==> config.mk <==
export PLATFORM = sky130hd
export DESIGN_NAME = branch_stack_ctrl_exec
export DESIGN_NICKNAME = d
export VERILOG_FILES = /design/src/op_timing.v /design/src/rel_target.v /design/src/branch_stack_ctrl_exec.v
export VERILOG_INCLUDE_DIRS = /design/src
export SDC_FILE = /design/constraint.sdc
export NUM_CORES = 1
export LEC_CHECK = 0
export BUFFER_PORTS_ARGS = -buffer_cell sky130_fd_sc_hd__clkbuf_2
export CAP_MARGIN = 20
export CORE_MARGIN = 8
export CORE_UTILIZATION = 62
export DETAILED_ROUTE_END_ITERATION = 6
export MAX_ROUTING_LAYER = met4
export PLACE_DENSITY = 0.81
export SLEW_MARGIN = 20
export SYNTH_ARGS = -nofsm -noshare
export SYNTH_HDL_FRONTEND = slang
export SYNTH_HIERARCHICAL = 1
export SYNTH_SLANG_ARGS = --single-unit
==> constraint.sdc <==
create_clock -name clk -period 5 [get_ports clk]
set_input_delay 0.25 -clock clk [delete_from_list [all_inputs] [get_ports clk]]
set_output_delay 0.25 -clock clk [all_outputs]
set_load 0.1 [all_outputs]
==> src/branch_stack_map.vh <==
`ifndef BRANCH_STACK_MAP_VH
`define BRANCH_STACK_MAP_VH
// ********************************************
// register offsets
// ********************************************
`define OFS_START 4'h0
`define OFS_OPER 4'h1
`define OFS_ADDR 4'h2
`define OFS_STATUS 4'h3
`define OFS_PC 4'h4
`define OFS_SP 4'h5
`define OFS_AX 4'h6
`define OFS_BC 4'h7
`define OFS_DE 4'h8
`define OFS_HL 4'h9
`define OFS_PSW 4'ha
// ********************************************
// field positions
// ********************************************
`define OPER_OFF_LSB 0
`define OPER_BIT_LSB 8
`define OPER_SEL_LSB 11
`define PSW_CARRY 0
`define PSW_HALF 4
`define PSW_NIL 6
`define PSW_GATE 7
// ********************************************
// reset values
// ********************************************
`define RST_PC 16'h0000
`define RST_SP 16'hfee0
`define RST_PSW 8'h02
// ********************************************
// operation codes
// ********************************************
`define OP_POP 4'h0
`define OP_BR_REL 4'h1
`define OP_BR_AX 4'h2
`define OP_BC 4'h3
`define OP_BNC 4'h4
`define OP_BZ 4'h5
`define OP_BNZ 4'h6
`define OP_BT_SADDR 4'h7
`define OP_BT_SFR 4'h8
`define OP_BT_PTR 4'h9
`define OP_BF_SADDR 4'ha
`define OP_TCB_SADDR 4'hb
`define OP_TCB_PSW 4'hc
`define OP_DECREMENT_LOOP_BRANCH 4'hd
`define OP_EI 4'he
`define OP_DI 4'hf
// ********************************************
// clock counts: fast = high-speed ram or no data access
// ********************************************
`define CLK_POP 4'd4
`define CLK_REL 4'd6
`define CLK_BR_AX 4'd8
`define CLK_BT_SADDR_FAST 4'd8
`define CLK_BT_SADDR_SLOW 4'd9
`define CLK_BT_SFR 4'd11
`define CLK_BT_PTR_FAST 4'd10
`define CLK_BT_PTR_SLOW 4'd11
`define CLK_BF_FAST 4'd10
`define CLK_BF_SLOW 4'd11
`define CLK_TCB_FAST 4'd10
`define CLK_TCB_SLOW 4'd12
`define CLK_TCB_PSW 4'd12
`endif

==> src/op_timing.v <==
`timescale 1ns/1ps
`default_nettype none
`include "branch_stack_map.vh"
module op_timing
(
  input wire [3:0] op,
  input wire fastArea,
  output reg [3:0] clocks,
  output reg [2:0] length
);
  always @*
  begin
    clocks = `CLK_REL;
    length = 3'd2;
    case (op)
      `OP_POP:
      begin
        clocks = `CLK_POP; // RL1
        length = 3'd1;
      end
      `OP_BR_AX: clocks = `CLK_BR_AX; // RL3
      `OP_BT_SADDR:
      begin
        clocks = fastArea ? `CLK_BT_SADDR_FAST : `CLK_BT_SADDR_SLOW; // RL8 RL17 RL18
        length = 3'd3;
      end
      `OP_BT_SFR:
      begin
        clocks = `CLK_BT_SFR; // RL9
        length = 3'd4;
      end
      `OP_BT_PTR:
      begin
        clocks = fastArea ? `CLK_BT_PTR_FAST : `CLK_BT_PTR_SLOW; // RL10 RL17 RL18
        length = 3'd3;
      end
      `OP_BF_SADDR:
      begin
        clocks = fastArea ? `CLK_BF_FAST : `CLK_BF_SLOW; // RL11
        length = 3'd4;
      end
      `OP_TCB_SADDR:
      begin
        clocks = fastArea ? `CLK_TCB_FAST : `CLK_TCB_SLOW; // RL12
        length = 3'd4;
      end
      `OP_TCB_PSW:
      begin
        clocks = `CLK_TCB_PSW; // RL13
        length = 3'd4;
      end
      default:
      begin
        clocks = `CLK_REL; // RL2 RL4 RL7 RL14 RL15 RL16
        length = 3'd2;
      end
    endcase
  end
endmodule
`default_nettype wire

==> src/rel_target.v <==
`timescale 1ns/1ps
`default_nettype none
module rel_target
(
  input wire [15:0] pc,
  input wire [2:0] length,
  input wire [7:0] offset,
  output wire [15:0] nextSeq,
  output wire [15:0] target
);
  // backward reach comes from sign extension of the offset
  assign nextSeq = pc + {13'h0000, length};
  assign target = nextSeq + {{8{offset[7]}}, offset}; // RL19
endmodule
`default_nettype wire

==> src/branch_stack_ctrl_exec.v <==
// How it works
// RL1 - pop loads pair from stack, SP plus two
// RL2 - relative jump goes next address plus offset
// RL3 - indirect jump loads PC from accumulator pair
// RL4 - carry taken jump branches when carry set
// RL5 - carry free jump branches when carry clear
// RL6 - nil taken jump branches when nil set
// RL7 - nil free jump branches when nil clear
// RL8 - bit set branch, short direct, 8/9 clocks
// RL9 - bit set branch, special function, 11 clocks
// RL10 - bit set branch via pointer, 10/11 clocks
// RL11 - bit clear branch, short direct, four bytes
// RL12 - test and clear branch clears taken bit
// RL13 - test and clear on status word alters flags
// RL14 - decrement counter, branch if not zero
// RL15 - unmask sets the interrupt gate bit
// RL16 - mask clears the interrupt gate bit
// RL17 - fast count for high-speed RAM or none
// RL18 - slow count for any other area
// RL19 - offset is sign-extended two's complement
// RL20 - other branches leave flags untouched
`timescale 1ns/1ps
`default_nettype none
`include "branch_stack_map.vh"
module branch_stack_ctrl_exec
#(
  parameter [15:0] FAST_LO = 16'hfe20,
  parameter [15:0] FAST_HI = 16'hfeff
)
(
  input wire clk,
  input wire sys_rst,
  input wire [3:0] regAddr,
  input wire [15:0] regWdata,
  input wire regWr,
  input wire regRd,
  output reg [15:0] regRdata,
  output reg [15:0] memAddr,
  output reg memRd,
  input wire [7:0] memRdata,
  output reg memWr,
  output reg [7:0] memWdata,
  output wire busy,
  output wire interruptGate
);
  // ********************************************
  // state
  // ********************************************
  localparam [1:0] ST_IDLE = 2'b01;
  localparam [1:0] ST_EXEC = 2'b10;

  reg [1:0] state;
  reg [3:0] cnt;
  reg [3:0] op;
  reg [15:0] oper;
  reg [15:0] operAddr;
  reg [15:0] pc;
  reg [15:0] sp;
  reg [15:0] ax;
  reg [15:0] bc;
  reg [15:0] de;
  reg [15:0] hl;
  reg [7:0] program_status_word;
  reg [7:0] data0;
  reg [7:0] data1;
  reg lastTaken;
  reg [3:0] lastClocks;

  // ********************************************
  // helpers
  // ********************************************
  function inFast;
    input [15:0] a;
    begin
      inFast = (a >= FAST_LO) && (a <= FAST_HI);
    end
  endfunction

  function [7:0] clearBit;
    input [7:0] v;
    input [2:0] n;
    begin
      clearBit = v & ~(8'h01 << n);
    end
  endfunction

  wire [7:0] offset = oper[`OPER_OFF_LSB +: 8];
  wire [2:0] bitNum = oper[`OPER_BIT_LSB +: 3];
  wire [1:0] pairSel = oper[`OPER_SEL_LSB +: 2];
  wire startReq = regWr && (regAddr == `OFS_START) && (state == ST_IDLE);
  wire [3:0] newOp = regWdata[3:0];

  // data address of the operand; the pointer form goes through the pair register
  wire [15:0] dataAddr = (newOp == `OP_BT_PTR) ? hl : operAddr;
  wire fastNow = inFast(dataAddr);

  wire [3:0] startClocks;
  wire [2:0] startLen;
  reg fastLatched;
  wire [3:0] runClocks;
  wire [2:0] runLen;

  op_timing u_start_timing
  (
    .op(newOp),
    .fastArea(fastNow),
    .clocks(startClocks),
    .length(startLen)
  );

  op_timing u_run_timing
  (
    .op(op),
    .fastArea(fastLatched),
    .clocks(runClocks),
    .length(runLen)
  );

  wire [15:0] nextSeq;
  wire [15:0] target;

  rel_target u_target
  (
    .pc(pc),
    .length(runLen),
    .offset(offset),
    .nextSeq(nextSeq),
    .target(target)
  );

  // ********************************************
  // branch decision
  // ********************************************
  wire memBit = data0[bitNum];
  wire pswBit = program_status_word[bitNum];
  wire [7:0] decB = bc[15:8] - 8'h01;
  wire [7:0] decC = bc[7:0] - 8'h01;
  wire [7:0] decVal = pairSel[0] ? decC : decB;
  reg taken;

  always @*
  begin
    taken = 1'b0;
    case (op)
      `OP_BR_REL: taken = 1'b1; // RL2
      `OP_BC: taken = program_status_word[`PSW_CARRY]; // RL4
      `OP_BNC: taken = ~program_status_word[`PSW_CARRY]; // RL5
      `OP_BZ: taken = program_status_word[`PSW_NIL]; // RL6
      `OP_BNZ: taken = ~program_status_word[`PSW_NIL]; // RL7
      `OP_BT_SADDR: taken = memBit; // RL8
      `OP_BT_SFR: taken = memBit; // RL9
      `OP_BT_PTR: taken = memBit; // RL10
      `OP_BF_SADDR: taken = ~memBit; // RL11
      `OP_TCB_SADDR: taken = memBit; // RL12
      `OP_TCB_PSW: taken = pswBit; // RL13
      `OP_DECREMENT_LOOP_BRANCH: taken = (decVal != 8'h00); // RL14
      default: taken = 1'b0;
    endcase
  end

  wire lastCycle = (state == ST_EXEC) && (cnt == runClocks);
  assign busy = (state == ST_EXEC);
  assign interruptGate = program_status_word[`PSW_GATE];

  // ********************************************
  // sequencer and memory port
  // ********************************************
  always @(posedge clk)
  begin
    if (sys_rst)
    begin
      state <= ST_IDLE;
      cnt <= 4'h0;
      op <= `OP_BR_REL;
      fastLatched <= 1'b1;
      memAddr <= 16'h0000;
      memRd <= 1'b0;
      memWr <= 1'b0;
      memWdata <= 8'h00;
      data0 <= 8'h00;
      data1 <= 8'h00;
      lastTaken <= 1'b0;
      lastClocks <= 4'h0;
    end
    else
    begin
      memRd <= 1'b0;
      memWr <= 1'b0;
      case (state)
        ST_IDLE:
        begin
          if (startReq)
          begin
            state <= ST_EXEC;
            op <= newOp;
            cnt <= 4'h1;
            fastLatched <= fastNow; // RL17 RL18
            lastClocks <= startClocks;
            case (newOp)
              `OP_POP:
              begin
                memRd <= 1'b1;
                memAddr <= sp; // RL1
              end
              `OP_BT_SADDR, `OP_BT_SFR, `OP_BT_PTR, `OP_BF_SADDR, `OP_TCB_SADDR:
              begin
                memRd <= 1'b1;
                memAddr <= dataAddr;
              end
              default: memRd <= 1'b0;
            endcase
          end
        end
        ST_EXEC:
        begin
          cnt <= cnt + 4'h1;
          if ((cnt == 4'h1) && (op == `OP_POP))
          begin
            memRd <= 1'b1;
            memAddr <= sp + 16'h0001; // RL1
          end
          if (cnt == 4'h2)
            data0 <= memRdata;
          if (cnt == 4'h3)
            data1 <= memRdata;
          if (lastCycle)
          begin
            state <= ST_IDLE;
            lastTaken <= taken;
            // the cleared byte goes back only when the branch is taken
            if ((op == `OP_TCB_SADDR) && taken)
            begin
              memWr <= 1'b1; // RL12
              memWdata <= clearBit(data0, bitNum);
            end
          end
        end
        default: state <= ST_IDLE;
      endcase
    end
  end

  // ********************************************
  // architectural registers
  // ********************************************
  // software writes are ignored while an operation runs, so commit never races them
  wire swWr = regWr && (state == ST_IDLE);

  always @(posedge clk)
  begin
    if (sys_rst)
    begin
      pc <= `RST_PC;
      sp <= `RST_SP;
      ax <= 16'h0000;
      bc <= 16'h0000;
      de <= 16'h0000;
      hl <= 16'h0000;
      program_status_word <= `RST_PSW;
      oper <= 16'h0000;
      operAddr <= 16'h0000;
    end
    else if (lastCycle)
    begin
      if (op == `OP_BR_AX)
        pc <= ax; // RL3
      else if (taken)
        pc <= target; // RL2
      else
        pc <= nextSeq; // RL20
      case (op)
        `OP_POP:
        begin
          case (pairSel)
            // the high byte is held in data1; the read port only answers in the cycle after the strobe
            2'd0: ax <= {data1, data0}; // RL1
            2'd1: bc <= {data1, data0};
            2'd2: de <= {data1, data0};
            default: hl <= {data1, data0};
          endcase
          sp <= sp + 16'h0002; // RL1
        end
        `OP_DECREMENT_LOOP_BRANCH:
        begin
          if (pairSel[0])
            bc[7:0] <= decC; // RL14
          else
            bc[15:8] <= decB; // RL14
        end
        `OP_TCB_PSW:
        begin
          if (taken)
            program_status_word <= clearBit(program_status_word, bitNum); // RL13
        end
        `OP_EI: program_status_word[`PSW_GATE] <= 1'b1; // RL15
        `OP_DI: program_status_word[`PSW_GATE] <= 1'b0; // RL16
        default: program_status_word <= program_status_word; // RL20
      endcase
    end
    else if (swWr)
    begin
      case (regAddr)
        `OFS_OPER: oper <= regWdata;
        `OFS_ADDR: operAddr <= regWdata;
        `OFS_PC: pc <= regWdata;
        `OFS_SP: sp <= regWdata;
        `OFS_AX: ax <= regWdata;
        `OFS_BC: bc <= regWdata;
        `OFS_DE: de <= regWdata;
        `OFS_HL: hl <= regWdata;
        `OFS_PSW: program_status_word <= regWdata[7:0];
        default: oper <= oper;
      endcase
    end
  end

  // ********************************************
  // register read port
  // ********************************************
  always @(posedge clk)
  begin
    if (sys_rst)
      regRdata <= 16'h0000;
    else if (regRd)
    begin
      case (regAddr)
        `OFS_OPER: regRdata <= oper;
        `OFS_ADDR: regRdata <= operAddr;
        `OFS_STATUS: regRdata <= {8'h00, lastClocks, 2'b00, lastTaken, busy};
        `OFS_PC: regRdata <= pc;
        `OFS_SP: regRdata <= sp;
        `OFS_AX: regRdata <= ax;
        `OFS_BC: regRdata <= bc;
        `OFS_DE: regRdata <= de;
        `OFS_HL: regRdata <= hl;
        `OFS_PSW: regRdata <= {8'h00, program_status_word};
        default: regRdata <= 16'h0000;
      endcase
    end
    else
      regRdata <= 16'h0000;
  end

endmodule
`default_nettype wire

==> flow_summary.ini, run 1 <==
[setup_path]
end_kind = flip-flop
critPathCapture = pc[13]
setup.worst_path.start = op[2]
path_cells = and3_1, nor2_1, o22ai_1, ha_1, fa_1, a21oi_1, nor3b_1, nand2_1, nor2_1, xor2_1, ha_1, and4_1, nand3_1, a31oi_1, o21ai_0, nand4b_1, o311ai_0, nor2_1, o21ai_0, o311a_1
r2r_cells = 20
r2r-start = op[2]
reg2reg_to = pc[13]
crit_top_cell = nor2_1
crit_type = flip-flop to flip-flop
path_delay_family = simple AND/OR/NAND/NOR gates
critPathLaunchType = flip-flop
cp.depth = 20
arrival_ns = 5.21
crit_buf_inv = 0
slowest_stage = dfxtp_1
cpPeakStageDelay_ns = 0.73
ff2ff_setup_slack_ns = 0.21
crit_fanout = 23
required_ns = 5.42

[grt]
grt_pass1_wl_um = 65580
grt_max_degree = 59
top_usage_layer = met2
grt_antenna_before_repair = 1
grtUsageMet3_pct = 7.979
grt_util_all_layers_pct = 34.47
met1_usage_pct = 44.94
first_global_vias = 11690
grt_use_met2_pct = 51.33
grt_overflow_total = 0

[route]
drt_iter0_drc = 2081
drt_pass1_iterations = 7
routed_via_density = 6.918
num_vias = 13000
drc = 2
ant_nets = 0
wl_per_cell_um = 22.73
drt-total-wl_um = 42710

[layout]
drive_gt1_share_pct = 11.47
n_fill_cell = 1611
syn2layout_area_growth_pct = 10.54
nNetsFinal = 1657

[clock_network]
cts_max_path_buffers = 3
cts-root-buf = clkbuf_16
cts_buffers = 24
cts_sinks = 210
clk_pin_slew_ns = 0.06
cts_tree = yes
h-tree-depth = 1
postCtsSetupRepairBufs = 0
clock_latency_ns = 0.53

[status]
status = finished with violations
violations = DRC

[timing]
rsz0062_at_grt = false
tightest_slew_ns = 1.065
period_share_pct = 95.81
period_needed_ns = 4.791
setup_violations = 0
tns_ns = 0
slew_headroom_pct = 28.88
hold_viol_final = 0
skew_ns = 0.01215
fin_ws_ns = 0.2095
slew_viol_final = 0
fmax_mhz = 208.7

[floorplanning]
die_area_um2 = 24700
num_rows = 51
ios = 76
core-area_um2 = 19530
start_util_pct = 63.28
die_w_um = 157.2
die_h_um = 157.2

[synth]
synth_area_um2 = 12360
syn_nets = 1642
yosys_warnings = 6
avgSynthCellArea_um2 = 7.815
synthCells = 1581

[hold_path]
worstHoldPathType = input pin to flip-flop

[place]
dp_hpwl_um = 30290
gp_congestion = 1.015
post-place-ws_ns = 0.3658
numPortBuffers = 75

[power_and_ir_drop]
leakage_nw = 4.822
ir_drop_mv = 0.2074
power.density_nw_per_um2 = 314.7

[flow_run]
drv_cap = 0
-- timing repair --
| item | CTS | global route |
|---|---|---|
| setup endpoints to repair | 0 | 1 |
| hold endpoints to repair | 14 | 0 |
| gates resized for setup | 0 | 1 |
| hold buffers | 8 | 0 |
-- cell usage in the layout (no fill, tap or decap), drive strengths merged, types with 22 or more instances in the layout --
master,n
ha,27
dfxtp,210
nor3,44
mux2i,43
a22oi,60
clkbuf,110
a211oi,66
o21ai,58
a21oi,111
xor2,22
nor2,151
xnor2,24
nand3,55
nand2,250
a311oi,24
buf,37
-- worst min-delay path by stage --
stage	startpoint	to	slack, ns	cells after the start
floorplan	regWdata[4]	program_status_word[4]	0.38	1
global placement	memAddr[0]	memAddr[0]	0.44	2
detailed placement	memAddr[6]	memAddr[6]	0.45	2
CTS	regWdata[14]	oper[14]	0.0003	3
global route	regWdata[12]	oper[12]	0.03	3
finish	regWdata[12]	oper[12]	0.02	3
-- report_power, final --
part | switching (mW) | internal, mW
Combinational | 0.584 | 0.196
Clock | 0.712 | 0.988
Sequential | 0.0727 | 1.74
Total | 1.37 | 2.93
-- metrics by stage --
step                      hold WS, ns  instances  instance area (µm²)  power (mW)  utilization [%]
after global placement         0.4379       1827                12810       2.594            65.62
final                         0.02473       1879                13660       4.298            69.95
after floorplan                0.3758       1581                12360       2.437                -
after CTS                   0.0002684       1878                13650       4.288            69.91
after global routing          0.03087       1879                13660       4.433            69.95
after detailed placement       0.4495       1827                12810       2.613            65.62
-- sequential cells by signal, indices dropped and copies added (netlist names), 16 cells and up --
signal,count
oper,16
sp,16
ax,16
hl,16
operAddr,16
pc,16
bc,16
regRdata,16
memAddr,16
de,16
-- layer usage --
metal | vias to the layer above | routed length [µm]
met5 | - | 0
met4 | 0 | 1729
met3 | 136 | 6011
met2 | 884 | 18300
met1 | 6128 | 16680
li1 | 5851 | -
-- tightest hold or removal path, cell delays in order --
cell and delay, ns:
clkbuf_2 0.13, nand2_1 0.07, a21oi_1 0.05
-- layout make-up --
class	count	area, µm²	share of cell area [%]
Clock inverter	7	41.29	0.3023
Clock buffer	36	716.9	5.249
Inverter	21	78.83	0.5771
Tap cell	265	331.6	2.428
Multi-Input combinational cell	1220	7553	55.30
Timing Repair Buffer	119	728.2	5.332
Antenna cell	1	2.502	0.01832
Sequential cell	210	4205	30.79
(Power assumes the default switching activity.)
==> run 2: changes to the inputs <==
--- a/config.mk
+++ b/config.mk
@@ -9,10 +9,10 @@
 export BUFFER_PORTS_ARGS = -buffer_cell sky130_fd_sc_hd__clkbuf_2
 export CAP_MARGIN = 20
 export CORE_MARGIN = 8
-export CORE_UTILIZATION = 62
+export CORE_UTILIZATION = 30
 export DETAILED_ROUTE_END_ITERATION = 6
 export MAX_ROUTING_LAYER = met4
-export PLACE_DENSITY = 0.81
+export RECOVER_POWER = 50
 export SLEW_MARGIN = 20
 export SYNTH_ARGS = -nofsm -noshare
 export SYNTH_HDL_FRONTEND = slang
==> run 2 against run 1 <==
The run ends with capacitance limit, slew limit left. Non-clock buffer count increased by 8. Clock power about the same. Critical path depth decreased by 9. Final cell count is 14% higher. Clock skew rose by 0.0012 ns. Combinational power up 3.7%. Die area rose by 94%. First-iteration DRC count fell by 38%. Core utilization fell by 36 points. Worst hold slack better by 0.011 ns. Clock-buffer cell count did not move. Maximum frequency up 5.0%.
==> flow_summary.ini, run 2 (synthesis results as in run 1) <==
[clock_network]
cts_max_path_buffers = 3
clk_pin_slew_ns = 0.06
cts-root-buf = clkbuf_16
cts_buffers = 25
h-tree-depth = 1
cts_tree = yes
cts_sinks = 210
clock_latency_ns = 0.54
postCtsSetupRepairBufs = 0

[grt]
grt_pass1_wl_um = 73690
grt_use_met2_pct = 32.81
grt_antenna_before_repair = 2
first_global_vias = 11990
grt_util_all_layers_pct = 20.15
grt_max_degree = 84
grtUsageMet3_pct = 2.602
top_usage_layer = met2
grt_overflow_total = 0
met1_usage_pct = 24.74

[layout]
final_core_util_pct = 34.26
syn2layout_area_growth_pct = 12.95
final_common_cell = nand2_1
n_fill_cell = 4333
mostFrequentLayoutCells = 250 x nand2_1, 209 x dfxtp_1, 151 x nor2_1
drive_gt1_share_pct = 7.916
nNetsFinal = 1666

[floorplanning]
die_h_um = 218.9
num_rows = 74
die_area_um2 = 47930
ios = 76
start_util_pct = 30.33
die_w_um = 218.9
core-area_um2 = 40740

[power_and_ir_drop]
clockPowerShare_pct = 39.1
power.density_nw_per_um2 = 309.0
p_int_mw = 2.901
seqPwrFrac_pct = 42.1
power.total_mw = 4.312
ir_drop_mv = 0.1943
p_comb_share_pct = 18.8
leakage_nw = 4.665
net-switching-power_mw = 1.411
switching_share_pct = 32.73

[setup_path]
path_cells = clkbuf_1, nor2b_1, nand3_1, o22ai_1, xor2_1, nor4_4, clkbuf_1, a2111oi_0, a21o_1, nand2_1, a221o_1
end_kind = flip-flop
cpPeakStageDelay_ns = 1.26
slowest_stage = a2111oi_0
crit_type = flip-flop to flip-flop
crit_top_cell = clkbuf_1
arrival_ns = 4.98
required_ns = 5.42
crit_fanout = 16
critPathLaunchType = flip-flop

[timing]
period_needed_ns = 4.562
tns_ns = 0
fmax_mhz = 219.2
setup_violations = 0
period_share_pct = 91.23
fin_ws_ns = 0.4385
hold_viol_final = 0
slew_headroom_pct = -16.27
skew_ns = 0.01337
tightest_slew_ns = 1.744
rsz0062_at_grt = false
slew_viol_final = 44
whs_ns = 0.03560

[place]
gp_congestion = 0.9682
post-place-ws_ns = 0.4581
numPortBuffers = 75
dp_hpwl_um = 35090

[route]
drt-total-wl_um = 48640
ant_nets = 0
routed_via_density = 5.817
wl_per_cell_um = 22.62
drc = 0
num_vias = 12510
drt_iter0_drc = 1297
drt_pass1_iterations = 5

[status]
status = finished with violations
violations = capacitance limit, slew limit

[flow_run]
drv_cap = 2

[hold_path]
worstHoldPathType = input pin to flip-flop
run 2: changes by cell type in the layout (fill, tap and decap cells not counted), sizes merged:
cell / change
clkbuf: +7
clkinvlp: -1
clkinv: -4
buf: +1
bufinv: +1
run 2: worst paths after layout:
path | startpoint | end | slack, ns | depth (start not counted)
setup / recovery | op[2] | sp[14] | 0.44 | 11
hold / removal | regWdata[14] | oper[14] | 0.04 | 3
setup reg to reg | op[2] | sp[14] | 0.44 | 11
hold reg to reg | oper[15] | oper[15] | 0.45 | 2
run 2: power groups by stage:
stage          clock network [mW]  registers (mW)  logic, mW
5_1_grt                      1.79            1.82      0.869
4_1_cts                      1.72            1.81      0.823
2_1_floorplan                   0            2.04      0.397
6_report                     1.69            1.82      0.809
3_3_place_gp                    0            1.85      0.808
3_5_place_dp                    0            1.85      0.815
run 2: layer usage:
metal | wire [µm] | up-vias
li1 | - | 5862
met1 | 20260 | 6007
met5 | 0 | -
met4 | 2365 | 0
met2 | 22850 | 515
met3 | 3162 | 122
run 2: worst max-delay path, delay by kind of cell (launching register included):
family,cells,cell delay (ns)
DFF,1,0.57
xor gates and xnor gates,1,0.25
and+or+nand+nor,4,0.53
buffers and inverters,2,0.74
AOI/OAI and AO/OA,4,2.33
run 2: repair_timing:
item / CTS / global route
hold endpoints to repair: 16 / 0
resized for setup: 0 / 2
setup endpoints to repair: 0 / 2
hold buffers: 8 / 0
run 2: area by class of cell:
type | count | area (µm²) | share of cell area (%)
multi-input combinational | 1220 | 7541 | 54.03
antenna | 1 | 2.502 | 0.01793
clock buffer | 36 | 666.9 | 4.779
timing repair buffer | 127 | 755.7 | 5.415
sequential | 210 | 4205 | 30.13
inverter | 21 | 78.83 | 0.5648
tap | 532 | 665.6 | 4.770
clock inverter | 3 | 40.04 | 0.2869
run 2: metrics by stage:
stage,std cells,instance area (µm²)
floorplan,1581,12360
global placement,2102,13260
detailed placement,2102,13260
CTS,2149,14040
global route,2150,13960
finish,2150,13960
